--- config.mk ---
export PLATFORM = sky130hd
export DESIGN_NAME = uarv_rx
export DESIGN_NICKNAME = d
export VERILOG_FILES = /design/src/uarv_pkg.sv /design/src/uarv_rx.sv
export VERILOG_INCLUDE_DIRS = /design/src
export SDC_FILE = /design/constraint.sdc
export NUM_CORES = 1
export LEC_CHECK = 0
export BUFFER_PORTS_ARGS = -buffer_cell sky130_fd_sc_hd__buf_2
export CORE_MARGIN = 2
export CORE_UTILIZATION = 30
export DETAILED_ROUTE_END_ITERATION = 16
export MAX_ROUTING_LAYER = met4
export PLACE_DENSITY_LB_ADDON = 0.2
export SLEW_MARGIN = 20
export SYNTH_ARGS = -nofsm -noshare
export SYNTH_HDL_FRONTEND = slang
export SYNTH_SLANG_ARGS = --single-unit
--- constraint.sdc ---
create_clock -name pclk -period 5.22 [get_ports pclk]
set_input_delay 0.261 -clock pclk [delete_from_list [all_inputs] [get_ports pclk]]
set_output_delay 0.261 -clock pclk [all_outputs]
set_load 0.1 [all_outputs]
--- src/uarv_defines.svh ---
// register map, field positions and reset values of the receive port
`ifndef UARV_DEFINES_SVH
`define UARV_DEFINES_SVH

// byte addresses on the register bus
`define UARV_A_CTRL   12'h000
`define UARV_A_ADDR   12'h004
`define UARV_A_MASK   12'h008
`define UARV_A_DIV    12'h00c
`define UARV_A_STS    12'h010
`define UARV_A_DATA   12'h014

// control register fields
`define UARV_C_AM     2:0
`define UARV_C_PAR    4:3
`define UARV_C_STOP2  5
`define UARV_C_VOTE   6
`define UARV_C_OS16   7
`define UARV_C_HDX    8
`define UARV_C_EN     9

// address station fields
`define UARV_D_ADDR1  7:0
`define UARV_D_ADDR2  15:8

// address modes
`define UARV_AM_NONE   3'h0
`define UARV_AM_SW_BB  3'h1
`define UARV_AM_SW_DTB 3'h2
`define UARV_AM_HW_BB  3'h3
`define UARV_AM_HW_DTB 3'h4

// parity types
`define UARV_PAR_NONE 2'h0
`define UARV_PAR_EVEN 2'h1
`define UARV_PAR_ODD  2'h2
`define UARV_PAR_MS   2'h3

// status bit positions
`define UARV_S_MARK   0
`define UARV_S_BRK    1
`define UARV_S_PERR   2
`define UARV_S_FRM    3
`define UARV_S_OVR    4
`define UARV_S_QUE    5
`define UARV_S_HIT    6
`define UARV_STICKY   7'h5f

// reset values
`define UARV_CTRL_RST 10'h000
`define UARV_ADDR_RST 16'h0000
`define UARV_MASK_RST 7'h00
`define UARV_DIV_RST  16'h0000

// oversampling geometry: half bit and last phase, 8x and 16x
`define UARV_HALF8    4'h4
`define UARV_HALF16   4'h8
`define UARV_LAST8    4'h7
`define UARV_LAST16   4'hf
`define UARV_LAST_BIT 3'h7

`endif

--- src/uarv_pkg.sv ---
// shared types of the receive port
package uarv_pkg;

  typedef enum logic [2:0] {
    UARV_IDLE,
    UARV_CHECK_START,
    UARV_COLLECT_BITS_STATE,
    UARV_PARITY,
    UARV_STOP1,
    UARV_STOP2
  } uarv_state_t;

  typedef struct packed {
    logic        psel;
    logic        penable;
    logic        pwrite;
    logic [11:0] paddr;
    logic [31:0] pwdata;
  } uarv_apb_req_t;

  typedef struct packed {
    logic [31:0] prdata;
    logic        pready;
    logic        pslverr;
  } uarv_apb_rsp_t;

endpackage

--- src/uarv_rx.sv ---
// receive side of an asynchronous serial port with address filtering and apb registers
//
// How it works
// - hardware byte-by-byte mode drops characters of packets not addressed to us
// - hardware detect-to-buffer mode also withholds the address byte itself
// - stop period is one or two bit times
// - with two stop bits only the first is checked for framing
// - character order: start, data, optional parity, stop bits
// - voting takes majority of three centre samples, else one centre sample
// - falling edge enters start check and loads half-bit counter, which then counts down
// - at zero three samples; two or more low enters collection, else idle
// - 8x voting counts ones on cycles 3 to 5, captured on fifth
// - 8x without voting samples fourth edge then every eighth
// - 16x voting counts ones on cycles 7 to 9, captured on ninth
// - 16x without voting samples eighth edge then every sixteenth
// - receive status register is read-only
// - interrupt is OR of status bits gated by writable mask
// - sticky bits hold until software reads the status register
// - status registered each clock; transparent bits unaffected by reads
// - sticky mark seen in parity slot, only in address modes 1 to 4
// - sticky break and parity error flags
// - sticky framing error when stop bit sampled low
// - sticky overrun when the queue cannot take a character
// - transparent bit shows the queue holds an entry
// - sticky hit when address byte equals either station; half duplex first only
// - 3-bit field selects the address mode
`include "uarv_defines.svh"
`timescale 1ns/100ps
`default_nettype none

module uarv_rx #(
  parameter int DEPTH = 4
) (
  // clock and reset
  input  wire logic                    pclk,
  input  wire logic                    presetn,
  // register bus
  input  wire uarv_pkg::uarv_apb_req_t apb_req,
  output var  uarv_pkg::uarv_apb_rsp_t apb_rsp,
  // serial line and interrupt
  input  wire logic                    rx_pin,
  output logic                         rx_irq
);
  import uarv_pkg::*;

  localparam int AW = (DEPTH > 1) ? $clog2(DEPTH) : 1;
  localparam int CW = $clog2(DEPTH + 1);

  typedef struct packed {
    uarv_state_t            st;
    logic                   rx_s1;
    logic                   rx_s2;
    logic                   rx_prev;
    logic [15:0]            div_cnt;
    logic [3:0]             ph;
    logic [3:0]             hcnt;
    logic [1:0]             ones;
    logic [2:0]             bitn;
    logic [7:0]             shf;
    logic                   par_bit;
    logic [9:0]             ctrl;
    logic [15:0]            addr;
    logic [6:0]             mask;
    logic [15:0]            div;
    logic [6:0]             sts;
    logic                   in_pkt;
    logic [DEPTH-1:0][7:0]  mem;
    logic [AW-1:0]          wp;
    logic [AW-1:0]          rp;
    logic [CW-1:0]          cnt;
    uarv_apb_rsp_t          rsp;
    logic                   irq;
  } uarv_regs_t;

  uarv_regs_t s_r;
  uarv_regs_t s_nxt;

  ////////////////////////////////////////////////////////////////////////
  // derived terms
  logic       rx;
  logic       os16;
  logic       vote;
  logic [3:0] half;
  logic [3:0] last_ph;
  logic       in_win;
  logic [1:0] ones_sum;
  logic       majority;
  logic       capture;
  logic       bit_val;
  logic [2:0] am;
  logic [1:0] par_type;
  logic       par_en;
  logic       acc;
  logic       done;
  logic       full;
  logic       pop;
  logic       tick;

  assign rx       = s_r.rx_s2;
  assign os16     = s_r.ctrl[`UARV_C_OS16];
  assign vote     = s_r.ctrl[`UARV_C_VOTE];
  assign half     = os16 ? `UARV_HALF16 : `UARV_HALF8;
  assign last_ph  = os16 ? `UARV_LAST16 : `UARV_LAST8;
  assign am       = s_r.ctrl[`UARV_C_AM];
  assign par_type = s_r.ctrl[`UARV_C_PAR];
  assign par_en   = (par_type != `UARV_PAR_NONE);
  assign tick     = s_r.ctrl[`UARV_C_EN] && (s_r.div_cnt == s_r.div);
  // ones counter window spans the three centre phases
  assign in_win   = (s_r.ph >= half - 4'h1) && (s_r.ph <= half + 4'h1);
  assign ones_sum = (s_r.ph == half - 4'h1) ? {1'b0, rx} : s_r.ones + {1'b0, rx};
  assign majority = (ones_sum >= 2'h2);
  assign capture  = tick && (vote ? (s_r.ph == half + 4'h1) : (s_r.ph == half));
  assign bit_val  = vote ? majority : rx;
  assign acc      = apb_req.psel && apb_req.penable;
  assign done     = acc && s_r.rsp.pready;
  assign full     = (s_r.cnt == CW'(DEPTH));
  assign pop      = done && !apb_req.pwrite && (apb_req.paddr == `UARV_A_DATA) && (s_r.cnt != '0);

  // character evaluation terms, valid while in the first stop bit
  logic       is_addr;
  logic       match;
  logic       frm_err;
  logic       brk;
  logic       par_err;
  logic       addr_on;

  assign addr_on = (am >= `UARV_AM_SW_BB) && (am <= `UARV_AM_HW_DTB);
  assign is_addr = (par_type == `UARV_PAR_MS) && s_r.par_bit;
  assign match   = (s_r.shf == s_r.addr[`UARV_D_ADDR1]) ||
                   (!s_r.ctrl[`UARV_C_HDX] && (s_r.shf == s_r.addr[`UARV_D_ADDR2]));
  assign frm_err = !bit_val;
  assign brk     = !bit_val && (s_r.shf == 8'h00) && !(par_en && s_r.par_bit);
  assign par_err = ((par_type == `UARV_PAR_EVEN) && (^{s_r.shf, s_r.par_bit})) ||
                   ((par_type == `UARV_PAR_ODD) && !(^{s_r.shf, s_r.par_bit}));

  logic [6:0] set;
  logic       push;
  logic       keep;
  logic [6:0] clr;

  ////////////////////////////////////////////////////////////////////////
  // next state
  always_comb
  begin
    s_nxt = s_r;
    set   = '0;
    push  = 1'b0;
    keep  = 1'b0;
    clr   = '0;
    s_nxt.rx_s1 = rx_pin;
    s_nxt.rx_s2 = s_r.rx_s1;

    // oversampling tick divider
    if (!s_r.ctrl[`UARV_C_EN] || tick)
      s_nxt.div_cnt = '0;
    else
      s_nxt.div_cnt = s_r.div_cnt + 16'h0001;

    if (tick)
    begin
      s_nxt.rx_prev = rx;
      s_nxt.ph      = (s_r.ph == last_ph) ? 4'h0 : s_r.ph + 4'h1;
      if (in_win)
        s_nxt.ones = ones_sum;
    end

    unique case (s_r.st)
      UARV_IDLE:
      begin
        if (tick && s_r.rx_prev && !rx)
        begin
          s_nxt.st   = UARV_CHECK_START;
          s_nxt.ph   = 4'h0;
          s_nxt.hcnt = half - 4'h1;
        end
      end
      UARV_CHECK_START:
      begin
        if (tick && s_r.hcnt != 4'h0)
          s_nxt.hcnt = s_r.hcnt - 4'h1;
        else if (tick && s_r.ph == half + 4'h1)
        begin
          s_nxt.bitn = 3'h0;
          s_nxt.st   = majority ? UARV_IDLE : UARV_COLLECT_BITS_STATE;
        end
      end
      UARV_COLLECT_BITS_STATE:
      begin
        if (capture)
        begin
          s_nxt.shf  = {bit_val, s_r.shf[7:1]};
          s_nxt.bitn = s_r.bitn + 3'h1;
          if (s_r.bitn == `UARV_LAST_BIT)
            s_nxt.st = par_en ? UARV_PARITY : UARV_STOP1;
        end
      end
      UARV_PARITY:
      begin
        if (capture)
        begin
          s_nxt.par_bit = bit_val;
          s_nxt.st      = UARV_STOP1;
        end
      end
      UARV_STOP1:
      begin
        if (capture)
        begin
          set[`UARV_S_FRM]  = frm_err;
          set[`UARV_S_BRK]  = brk;
          set[`UARV_S_PERR] = par_err;
          set[`UARV_S_MARK] = addr_on && is_addr;
          set[`UARV_S_HIT]  = addr_on && is_addr && match;
          keep = !brk;
          if (am == `UARV_AM_HW_BB)
          begin
            if (is_addr)
              s_nxt.in_pkt = match;
            keep = keep && (is_addr ? match : s_r.in_pkt);
          end
          else if (am == `UARV_AM_HW_DTB)
          begin
            if (is_addr)
              s_nxt.in_pkt = match;
            keep = keep && !is_addr && s_r.in_pkt;
          end
          if (keep && full)
            set[`UARV_S_OVR] = 1'b1;
          push = keep && !full;
          s_nxt.st = s_r.ctrl[`UARV_C_STOP2] ? UARV_STOP2 : UARV_IDLE;
        end
      end
      UARV_STOP2:
      begin
        // second stop bit only spaces characters; its level is not checked
        if (capture)
          s_nxt.st = UARV_IDLE;
      end
    endcase

    // receive queue
    if (push)
    begin
      s_nxt.mem[s_r.wp] = s_r.shf;
      s_nxt.wp          = s_r.wp + AW'(1);
    end
    if (pop)
      s_nxt.rp = s_r.rp + AW'(1);
    s_nxt.cnt = s_r.cnt + CW'(push) - CW'(pop);

    // register bus: one wait cycle, data launched with pready
    s_nxt.rsp.pready  = acc && !s_r.rsp.pready;
    if (acc && !s_r.rsp.pready)
    begin
      s_nxt.rsp.pslverr = 1'b0;
      s_nxt.rsp.prdata  = '0;
      unique case (apb_req.paddr)
        `UARV_A_CTRL: s_nxt.rsp.prdata = {22'h000000, s_r.ctrl};
        `UARV_A_ADDR: s_nxt.rsp.prdata = {16'h0000, s_r.addr};
        `UARV_A_MASK: s_nxt.rsp.prdata = {25'h0000000, s_r.mask};
        `UARV_A_DIV:  s_nxt.rsp.prdata = {16'h0000, s_r.div};
        `UARV_A_STS:  s_nxt.rsp.prdata = {25'h0000000, s_r.sts};
        `UARV_A_DATA: s_nxt.rsp.prdata = {24'h000000, s_r.mem[s_r.rp]};
        default:      s_nxt.rsp.pslverr = 1'b1;
      endcase
    end
    if (done && apb_req.pwrite)
    begin
      unique case (apb_req.paddr)
        `UARV_A_CTRL: s_nxt.ctrl = apb_req.pwdata[9:0];
        `UARV_A_ADDR: s_nxt.addr = apb_req.pwdata[15:0];
        `UARV_A_MASK: s_nxt.mask = apb_req.pwdata[6:0];
        `UARV_A_DIV:  s_nxt.div  = apb_req.pwdata[15:0];
        // status and data ignore writes
        default:      s_nxt.ctrl = s_r.ctrl;
      endcase
    end

    // clear only the sticky bits that the completing read returned
    if (done && !apb_req.pwrite && apb_req.paddr == `UARV_A_STS)
      clr = s_r.rsp.prdata[6:0] & `UARV_STICKY;
    s_nxt.sts              = (s_r.sts & ~clr) | set;
    s_nxt.sts[`UARV_S_QUE] = (s_nxt.cnt != '0);
    s_nxt.irq              = |(s_nxt.sts & s_nxt.mask);
  end

  ////////////////////////////////////////////////////////////////////////
  // state register
  always_ff @(posedge pclk or negedge presetn)
  begin
    if (!presetn)
    begin
      s_r         <= '0;
      s_r.rx_s1   <= 1'b1;
      s_r.rx_s2   <= 1'b1;
      s_r.rx_prev <= 1'b1;
      s_r.ctrl    <= `UARV_CTRL_RST;
      s_r.addr    <= `UARV_ADDR_RST;
      s_r.mask    <= `UARV_MASK_RST;
      s_r.div     <= `UARV_DIV_RST;
    end
    else
      s_r <= s_nxt;
  end

  assign apb_rsp = s_r.rsp;
  assign rx_irq  = s_r.irq;
endmodule

`default_nettype wire

# Word-level counts from Yosys, hierarchy flattened
# Cells that the tools add are included.
# classes
n_addsub,11
bitwise_logic,4
n_lt_le_gt_ge,8
muxes,53
reduce_logical,68
eq_ne,33
# ops
cell,count
case mux 16 bit (6 select lines),1
two-way mux 3 bit,12
bitwise mux 32 bit,1
two-way mux 16 bit,2
logical AND 1 bit,31
"equality test 12 x 4 -> 1 bit, second input constant",2
"equality test 12 x 5 -> 1 bit, second input constant",2
two-way mux 4 bit,6
two-way mux 8 bit,3
two-way mux 23 bit,1
"inequality test 2 bit, second input constant",9
case mux 3 bit (6 select lines),1
"adder 16 x 1 -> 16 bit, second input constant",1
binary-select mux 8 bit (select 2 bit),1
demux 8 bit (select 2 bit),1
equality test 16 bit,1
equality test 4 bit,4
equality test 8 bit,2
"equality test 3 bit, second input constant",5
two-way mux 1 bit,15
bitwise AND 7 bit,2
two-way mux 7 bit,2
"equality test 12 x 3 -> 1 bit, second input constant",1
zero test 12 bit,1
other kinds (39),70
# totals
inputBits,50
reg_bits,175
output_inout_bits,35
word_cells,205

# Logic depth before layout (Yosys ltp)
# Gate-level depths: netlist of the first run.
# logic_depth
depth_word,24
ltp_mapped,17
mapped_depth_nobuf,17

# Least setup slack after synthesis of the first run
# Ideal clock, no wire load.
# synth_timing
kind,register to register
from,register s_r[151] (netlist bit)
to,register s_r (netlist bit rx_irq)
synth_period_minus_slack_ns,4.202
required_time_ns,5.096
setup_ns,0.124
n_path_buf,0
arrival_ns,4.078
path_slack_ns,1.018
path_stages_with_launch,16
path_cell_list,dfrtp_1 -> ha_1 -> nor3b_1 -> nand3_1 -> nor3_1 -> nand2_1 -> or3_1 -> ha_1 -> inv_1 -> ha_1 -> fa_1 -> xnor2_1 -> or3_1 -> a222oi_1 -> o211ai_1 -> a211o_1
# synth_lines
item,line,source
from (decl),uarv_rx.sv:75,uarv_regs_t s_r;
from (signal assigned),uarv_rx.sv:303,s_r <= s_nxt;

==> run_results.csv, run 1 <==
group,metric,value,unit
cts,cts.reportedPaths.clkPinSlew,0.07,ns
global_route,grt_first_pass_wirelength,32500,µm
critical_path,r2r-start,"os16",
power,ir_drop_worst_vdd,0.000195,V
die,die_x,170,µm
power,power_density,345,nW/µm²
critical_path,path_cells,"inv_1 > ha_1 > nor3b_1 > buf_4 > nand3_1 > nor3_1 > buf_4 > nand2_1 > or3_1 > ha_1 > inv_1 > ha_1 > fa_1 > or3_1 > a222oi_1 > o211ai_1 > a211o_1",
die,placement_rows,60,
sta,timing.final.crit_period,4.51,ns
min_path,hold_path.class,"input pin to flip-flop",
drt,via_count,5549,
sta,timing_max_transition_violations_final,0,
drt,detail_route.wirelength,20700,µm
cts,postCtsSetupRepairBufs,0,
yosys,synthesis.area_per_instance,11.4,µm²
sta,setup-violations-final,0,
yosys,synth.cells.most_frequent,"dfrtp_1 (156), mux2_2 (95), nand2_1 (48)",
placement,place_congestion,0.821,
global_route,grt_util_met3,0.0323,
drt,drtIter0Drc,407,
cts,cts_htree_levels,4,
global_route,grt_pass1_vias,5619,
critical_path,setup.worst_path.start,"os16",
cts,cts-resized-gates,0,
yosys,synth_flop_cell,"dfrtp_1",
power,p_leak,4.55,nW
drt,antenna_left,0,
sta,tightest_slew,0.945,ns
critical_path,crit_arrival,4.81,ns
cts,clock_latency_late_sink,0.44,ns
global_route,groute.layer.met2.usage,0.238,
sta,rsz0062_at_grt,"false",
power,share_clk_of_total_power,0.374,
critical_path,critical_path_peak_fanout,6,
global_route,grt_use_met1,0.206,
placement,portBuffers,52,
global_route,grt_remaining_overflow,0,
yosys,synthesis.instances,727,
finish,final_net_count,830,
power,power.combinational.fraction,0.191,
die,initial_core_util,0.306,
sta,fmax,0.222,GHz
sta,finalCritPeriodShare,0.863,
yosys,most_frequent_cell_after_synthesis,"dfrtp_1",
critical_path,worst-r2r-cell-count,17,
power,switching_power,1.00,mW
critical_path,cpPeakStageDelay,0.46,ns
cts,cts_tree,"done",
die,core_region_area,27000,µm²
global_route,global_route.peak_usage_layer,"met2",
critical_path,criticalPathCategory,"flip-flop to flip-flop",
finish,postLayoutCoreUtil,0.345,
die,io_pins,85,
sta,timing.slew.headroom,0.370,
yosys,unique_masters_post_synth,61,
drt,routed_via_density,4.97,
yosys,yosys.area.top_type,"dfrtp_1",
die,dieArea,28900,µm²
run,maxCapViolCount,0,
critical_path,cpMostUsedCell,"ha_1",
yosys,count_of_flip_flops_with_a_built_in_enable_after_synthesis,0,
yosys,synthArstFlopShare,1.00,
yosys,synthesis_warning_total,0,
critical_path,start_kind,"flip-flop",
power,sw_frac_of_total,0.312,
power,fin_total_pwr,3.22,mW
yosys,syn_area,8260,µm²
yosys,netlist_top_cells_area,"dfrtp_1 (47%), mux2_2 (13%), xor2_1 (4.8%)",
critical_path,slowest_cell_on_crit_path,"fa_1",
drt,wl_per_cell,18.6,µm
critical_path,reg2reg_to,"rx_irq",
finish,final_layout_size_suffix_gt1_frac,0.275,
cts,numCtsBuffers,17,
cts,ctsRootBufferMaster,"clkbuf_16",
critical_path,required,5.52,ns
die,die_height,170,µm
critical_path,crit_path_end_kind,"flip-flop",
global_route,grtUsageTotal,0.154,
drt,drcViolationCount,0,
power,p_int,2.21,mW
cts,clock_sinks,159,
yosys,postSynthRegisterBits,159,
global_route,grt_max_degree,89,
drt,detailedRoute.firstPassIterationCount,5,
finish,syn2layout_area_growth,12.9,%
run_status,run_status,"complete, no violations",
sta,fin_tns_setup,0,ns
sta,clock-skew-final,0.0226,ns
critical_path,worst-r2r-setup-slack,0.71,ns
sta,timing.final.hold_violations,0,
cts,clock_tree.buffer_depth,2,
placement,dpl.hpwl,14900,µm
yosys,area_share_of_the_largest_cell_type_after_synthesis,0.473,
global_route,antenna_found_initial,1,
critical_path,crit_path_end,"rx_irq",
yosys,synth_sequential_area_ratio,0.482,
power,p_seq_frac,0.435,
[area by class of cell]
cell class | instances | area, µm²
flip-flops and latches | 159 | 3980
diodes | 1 | 2.50
clock buffers | 20 | 447
multi-input cells | 498 | 3910
well taps | 341 | 427
fillers | 2709 | 17700
inverters | 21 | 78.8
repair buffers | 64 | 362
clock inverters | 12 | 111
[cells by family after synthesis]
| logic type | count (synthesis) | share of synthesized area |
|---|---|---|
| AO/OA/AOI/OAI | 89 | 0.0743 |
| multiplexers | 128 | 0.182 |
| AND/OR/NAND/NOR | 185 | 0.110 |
| other | 1 | 0.000454 |
| XOR/XNOR | 61 | 0.0664 |
| buffers and inverters | 85 | 0.0544 |
| adder cells (fa/ha/maj) | 19 | 0.0297 |
| flip-flops | 159 | 0.482 |
[state kept, by name (all words and copies together) (netlist names)]
signal,flops
am,3
par_type,2
s_nxt,1
apb_rsp,18
rx,1
s_r,132
rx_irq,1
os16,1
[cells in the final DEF (no fill, tap or decap), drive strengths merged, types with 5 or more instances in the layout]
cell type,instances
dfrtp,156
mux2,97
buf,62
nand2,52
nor2,45
xor2,45
o21ai,32
inv,24
mux2i,23
clkbuf,20
ha,18
nand3,17
conb,16
xnor2,15
nor4,14
nor3,13
a21oi,9
o31ai,8
mux4,8
a221oi,8
nand4,7
nor3b,7
or3,7
or2,5
clkinv,5
[critical path: cells and delay by family (launching register included)]
kind                       cells  cell delay, ns
buffers and inverters          4            0.49
AOI/OAI and AO/OA              3            0.80
adders and majority gates      4            1.30
DFF                            1            0.44
and+or+nand+nor                6            1.33
[routing by layer]
layer	share of wire	vias to the layer above
met5	0	-
met4	0.013	0
met3	0.040	17
met2	0.46	122
met1	0.49	2807
li1	-	2603
[worst min path at each step]
| stage | from | endpoint | cells past startpoint |
|---|---|---|---|
| floorplan | presetn | am[0] | 0 |
| global placement | s_nxt[170] | rx | 0 |
| detailed placement | s_nxt[170] | rx | 0 |
| CTS | apb_req[13] | s_r[95] | 2 |
| global route | apb_req[11] | s_r[116] | 2 |
| finish | apb_req[11] | s_r[93] | 2 |
[through the flow]
step	area (µm²)	std cells	setup slack (ns)	hold slack, ns
final	9320	1116	0.713	0.0770
after floorplan	8310	742	1.02	-0.0346
after CTS	9300	1115	0.687	0.0658
after detailed placement	8730	1081	0.743	0.347
after global placement	8730	1081	0.721	0.346
after global routing	9320	1116	0.385	0.0747
[power groups by stage]
stage | combinational (mW) | sequential [mW] | clock (mW)
final | 0.615 | 1.40 | 1.20
after detailed placement | 0.615 | 1.42 | 0
after floorplan | 0.510 | 1.37 | 0
after CTS | 0.619 | 1.40 | 1.24
after global routing | 0.691 | 1.41 | 1.28
after global placement | 0.613 | 1.42 | 0
[timing repair]
item | in CTS | in global routing
hold buffers | 2 | 0
setup endpoints to repair | 0 | 0
hold endpoints to repair | 84 | 0
(Power assumes the default switching activity.)
==> run 2, diff against run 1 <==
==> constraint.sdc (replaced) <==
create_clock -name pclk -period 5.22 [get_ports pclk]
set_input_delay 0 -clock pclk [delete_from_list [all_inputs] [get_ports pclk]]
set_output_delay 0 -clock pclk [all_outputs]
set_load 0.1 [all_outputs]
==> run 2 against run 1 <==
Final cell count increased by 1.3%; largest cell class unchanged; critical path type unchanged; clock-buffer cell count increased by 2; critical endpoint unchanged; power decreased by 1.5%.
==> run_results.csv, run 2 (synthesized netlist as in run 1, its figures left out) <==
group,metric,value,unit
sta,timing.final.hold_violations,0,
critical_path,crit_path_end_kind,"flip-flop",
power,p_leak,4.59,nW
finish,final_common_cell,"dfrtp_1",
min_path,hold_end,"apb_rsp[0]",
run_status,run_status,"complete, no violations",
critical_path,criticalPathCategory,"flip-flop to flip-flop",
power,share_clk_of_total_power,0.361,
die,dieArea,28900,µm²
power,p_int,2.18,mW
cts,cts-resized-gates,0,
finish,layout.cells.most_common_list,"dfrtp_1 (156), mux2_2 (95), buf_2 (51)",
drt,antenna_left,0,
critical_path,crit_arrival,4.89,ns
placement,pre_cts_slack,0.617,ns
sta,timing_max_transition_violations_final,0,
power,power.combinational.fraction,0.196,
placement,dpl.hpwl,14900,µm
global_route,grt_remaining_overflow,0,
die,die_x,170,µm
power,fin_total_pwr,3.17,mW
drt,wl_per_cell,18.3,µm
drt,routed_via_density,4.91,
placement,place_congestion,0.827,
sta,setup-violations-final,0,
sta,clock-skew-final,0.0125,ns
min_path,hold_path.class,"input pin to flip-flop",
min_path,min_from,"apb_req[42]",
global_route,grt_util_met3,0.0330,
power,sw_frac_of_total,0.313,
drt,drtIter0Drc,323,
run,maxCapViolCount,0,
cts,cts.reportedPaths.clkPinSlew,0.07,ns
global_route,global_route.peak_usage_layer,"met2",
sta,timing.final.crit_period,4.58,ns
sta,fmax,0.218,GHz
cts,cts_htree_levels,4,
placement,post_dp_cell_area,8720,µm²
cts,cts_tree,"done",
finish,largest_register_ffs,132,
die,initial_core_util,0.306,
min_path,holdPathStages,5,
cts,clock_sinks,159,
drt,drcViolationCount,0,
critical_path,worst-r2r-cell-count,17,
sta,fin_tns_setup,0,ns
finish,max_flop_register,"s_r",
critical_path,reg2reg_to,"rx_irq",
power,ir_drop_worst_vdd,0.000155,V
finish,seq_area,3980,µm²
cts,numCtsBuffers,17,
cts,clock_tree.buffer_depth,2,
global_route,grtUsageTotal,0.153,
drt,detailedRoute.firstPassIterationCount,5,
critical_path,critical_path_peak_fanout,6,
die,io_pins,85,
sta,finalCritPeriodShare,0.877,
cts,hold_buffers,18,
power,switching_power,993,µW
drt,detail_route.wirelength,20700,µm
die,die_height,170,µm
die,core_region_area,27000,µm²
cts,ctsRootBufferMaster,"clkbuf_16",
power,power_density,336,nW/µm²
global_route,groute.layer.met2.usage,0.241,
finish,syn2layout_area_growth,14.4,%
sta,layout_setup_ws,0.641,ns
critical_path,r2r-start,"os16",
power,p_seq_frac,0.442,
finish,fillerInstances,2716,
global_route,grt_first_pass_wirelength,32300,µm
critical_path,worst-r2r-setup-slack,0.64,ns
sta,tightest_slew,1.08,ns
critical_path,start_kind,"flip-flop",
die,placement_rows,60,
global_route,grt_max_degree,72,
global_route,grt_use_met1,0.204,
finish,area_taken_by_multi_input_logic_gates,3900,µm²
finish,final_layout_size_suffix_gt1_frac,0.266,
finish,final_net_count,845,
critical_path,required,5.53,ns
sta,rsz0062_at_grt,"false",
finish,postLayoutCoreUtil,0.349,
sta,timing.slew.headroom,0.276,
drt,via_count,5549,
cts,clock_latency_late_sink,0.43,ns
placement,portBuffers,52,
global_route,antenna_found_initial,1,
global_route,grt_pass1_vias,5462,
finish,post_route_cell_area,9440,µm²
cts,postCtsSetupRepairBufs,0,
[run 2: how the worst max path moves through the flow]
stage / startpoint / end / slack, ns / depth (start not counted)
after detailed placement: os16 / rx_irq / 0.62 / 17
after CTS: os16 / rx_irq / 0.60 / 17
after floorplan: s_r[151] / rx_irq / 1.02 / 15
after global placement: os16 / rx_irq / 0.55 / 17
after global routing: os16 / rx_irq / 0.17 / 17
final: os16 / rx_irq / 0.64 / 17
[run 2: final cells by class]
class                      instances  area share
antenna                            1    0.000265
clock buffer                      22      0.0481
clock inverter                    10     0.00861
inverter                          21     0.00835
multi-input combinational        498       0.413
sequential                       159       0.422
tap                              341      0.0452
timing repair buffer              79      0.0545
[run 2: per-stage QoR]
stage,instances,hold slack (ns)
5_1_grt,1131,0.0584
2_1_floorplan,742,-0.296
3_5_place_dp,1080,0.0792
6_report,1131,0.0318
3_3_place_gp,1080,0.0857
4_1_cts,1130,0.00194
[run 2: per-layer routing]
| metal | up-vias | part of all wire |
|---|---|---|
| li1 | 2635 | - |
| met1 | 2790 | 0.49 |
| met2 | 108 | 0.46 |
| met3 | 16 | 0.039 |
| met4 | 0 | 0.011 |
| met5 | - | 0 |
[run 2: critical path, stage by stage (launching register included)]
cell and delay (ns):
dfrtp_1 0.41, inv_1 0.10, ha_1 0.39, nor3b_1 0.21
buf_4 0.17, nand3_1 0.15, nor3_1 0.49, nand2_1 0.08
or3_1 0.32, ha_1 0.28, inv_1 0.04, ha_1 0.18
fa_1 0.37, xnor2_1 0.15, or3_1 0.36, a222oi_1 0.36
o211ai_1 0.14, a211o_1 0.29
[run 2: power groups by stage]
stage	registers, mW	clock network (mW)	logic (mW)
after floorplan	1.37	0	0.510
after global placement	1.42	0	0.612
after detailed placement	1.42	0	0.614
after CTS	1.40	1.19	0.626
after global routing	1.41	1.24	0.695
final	1.40	1.15	0.623
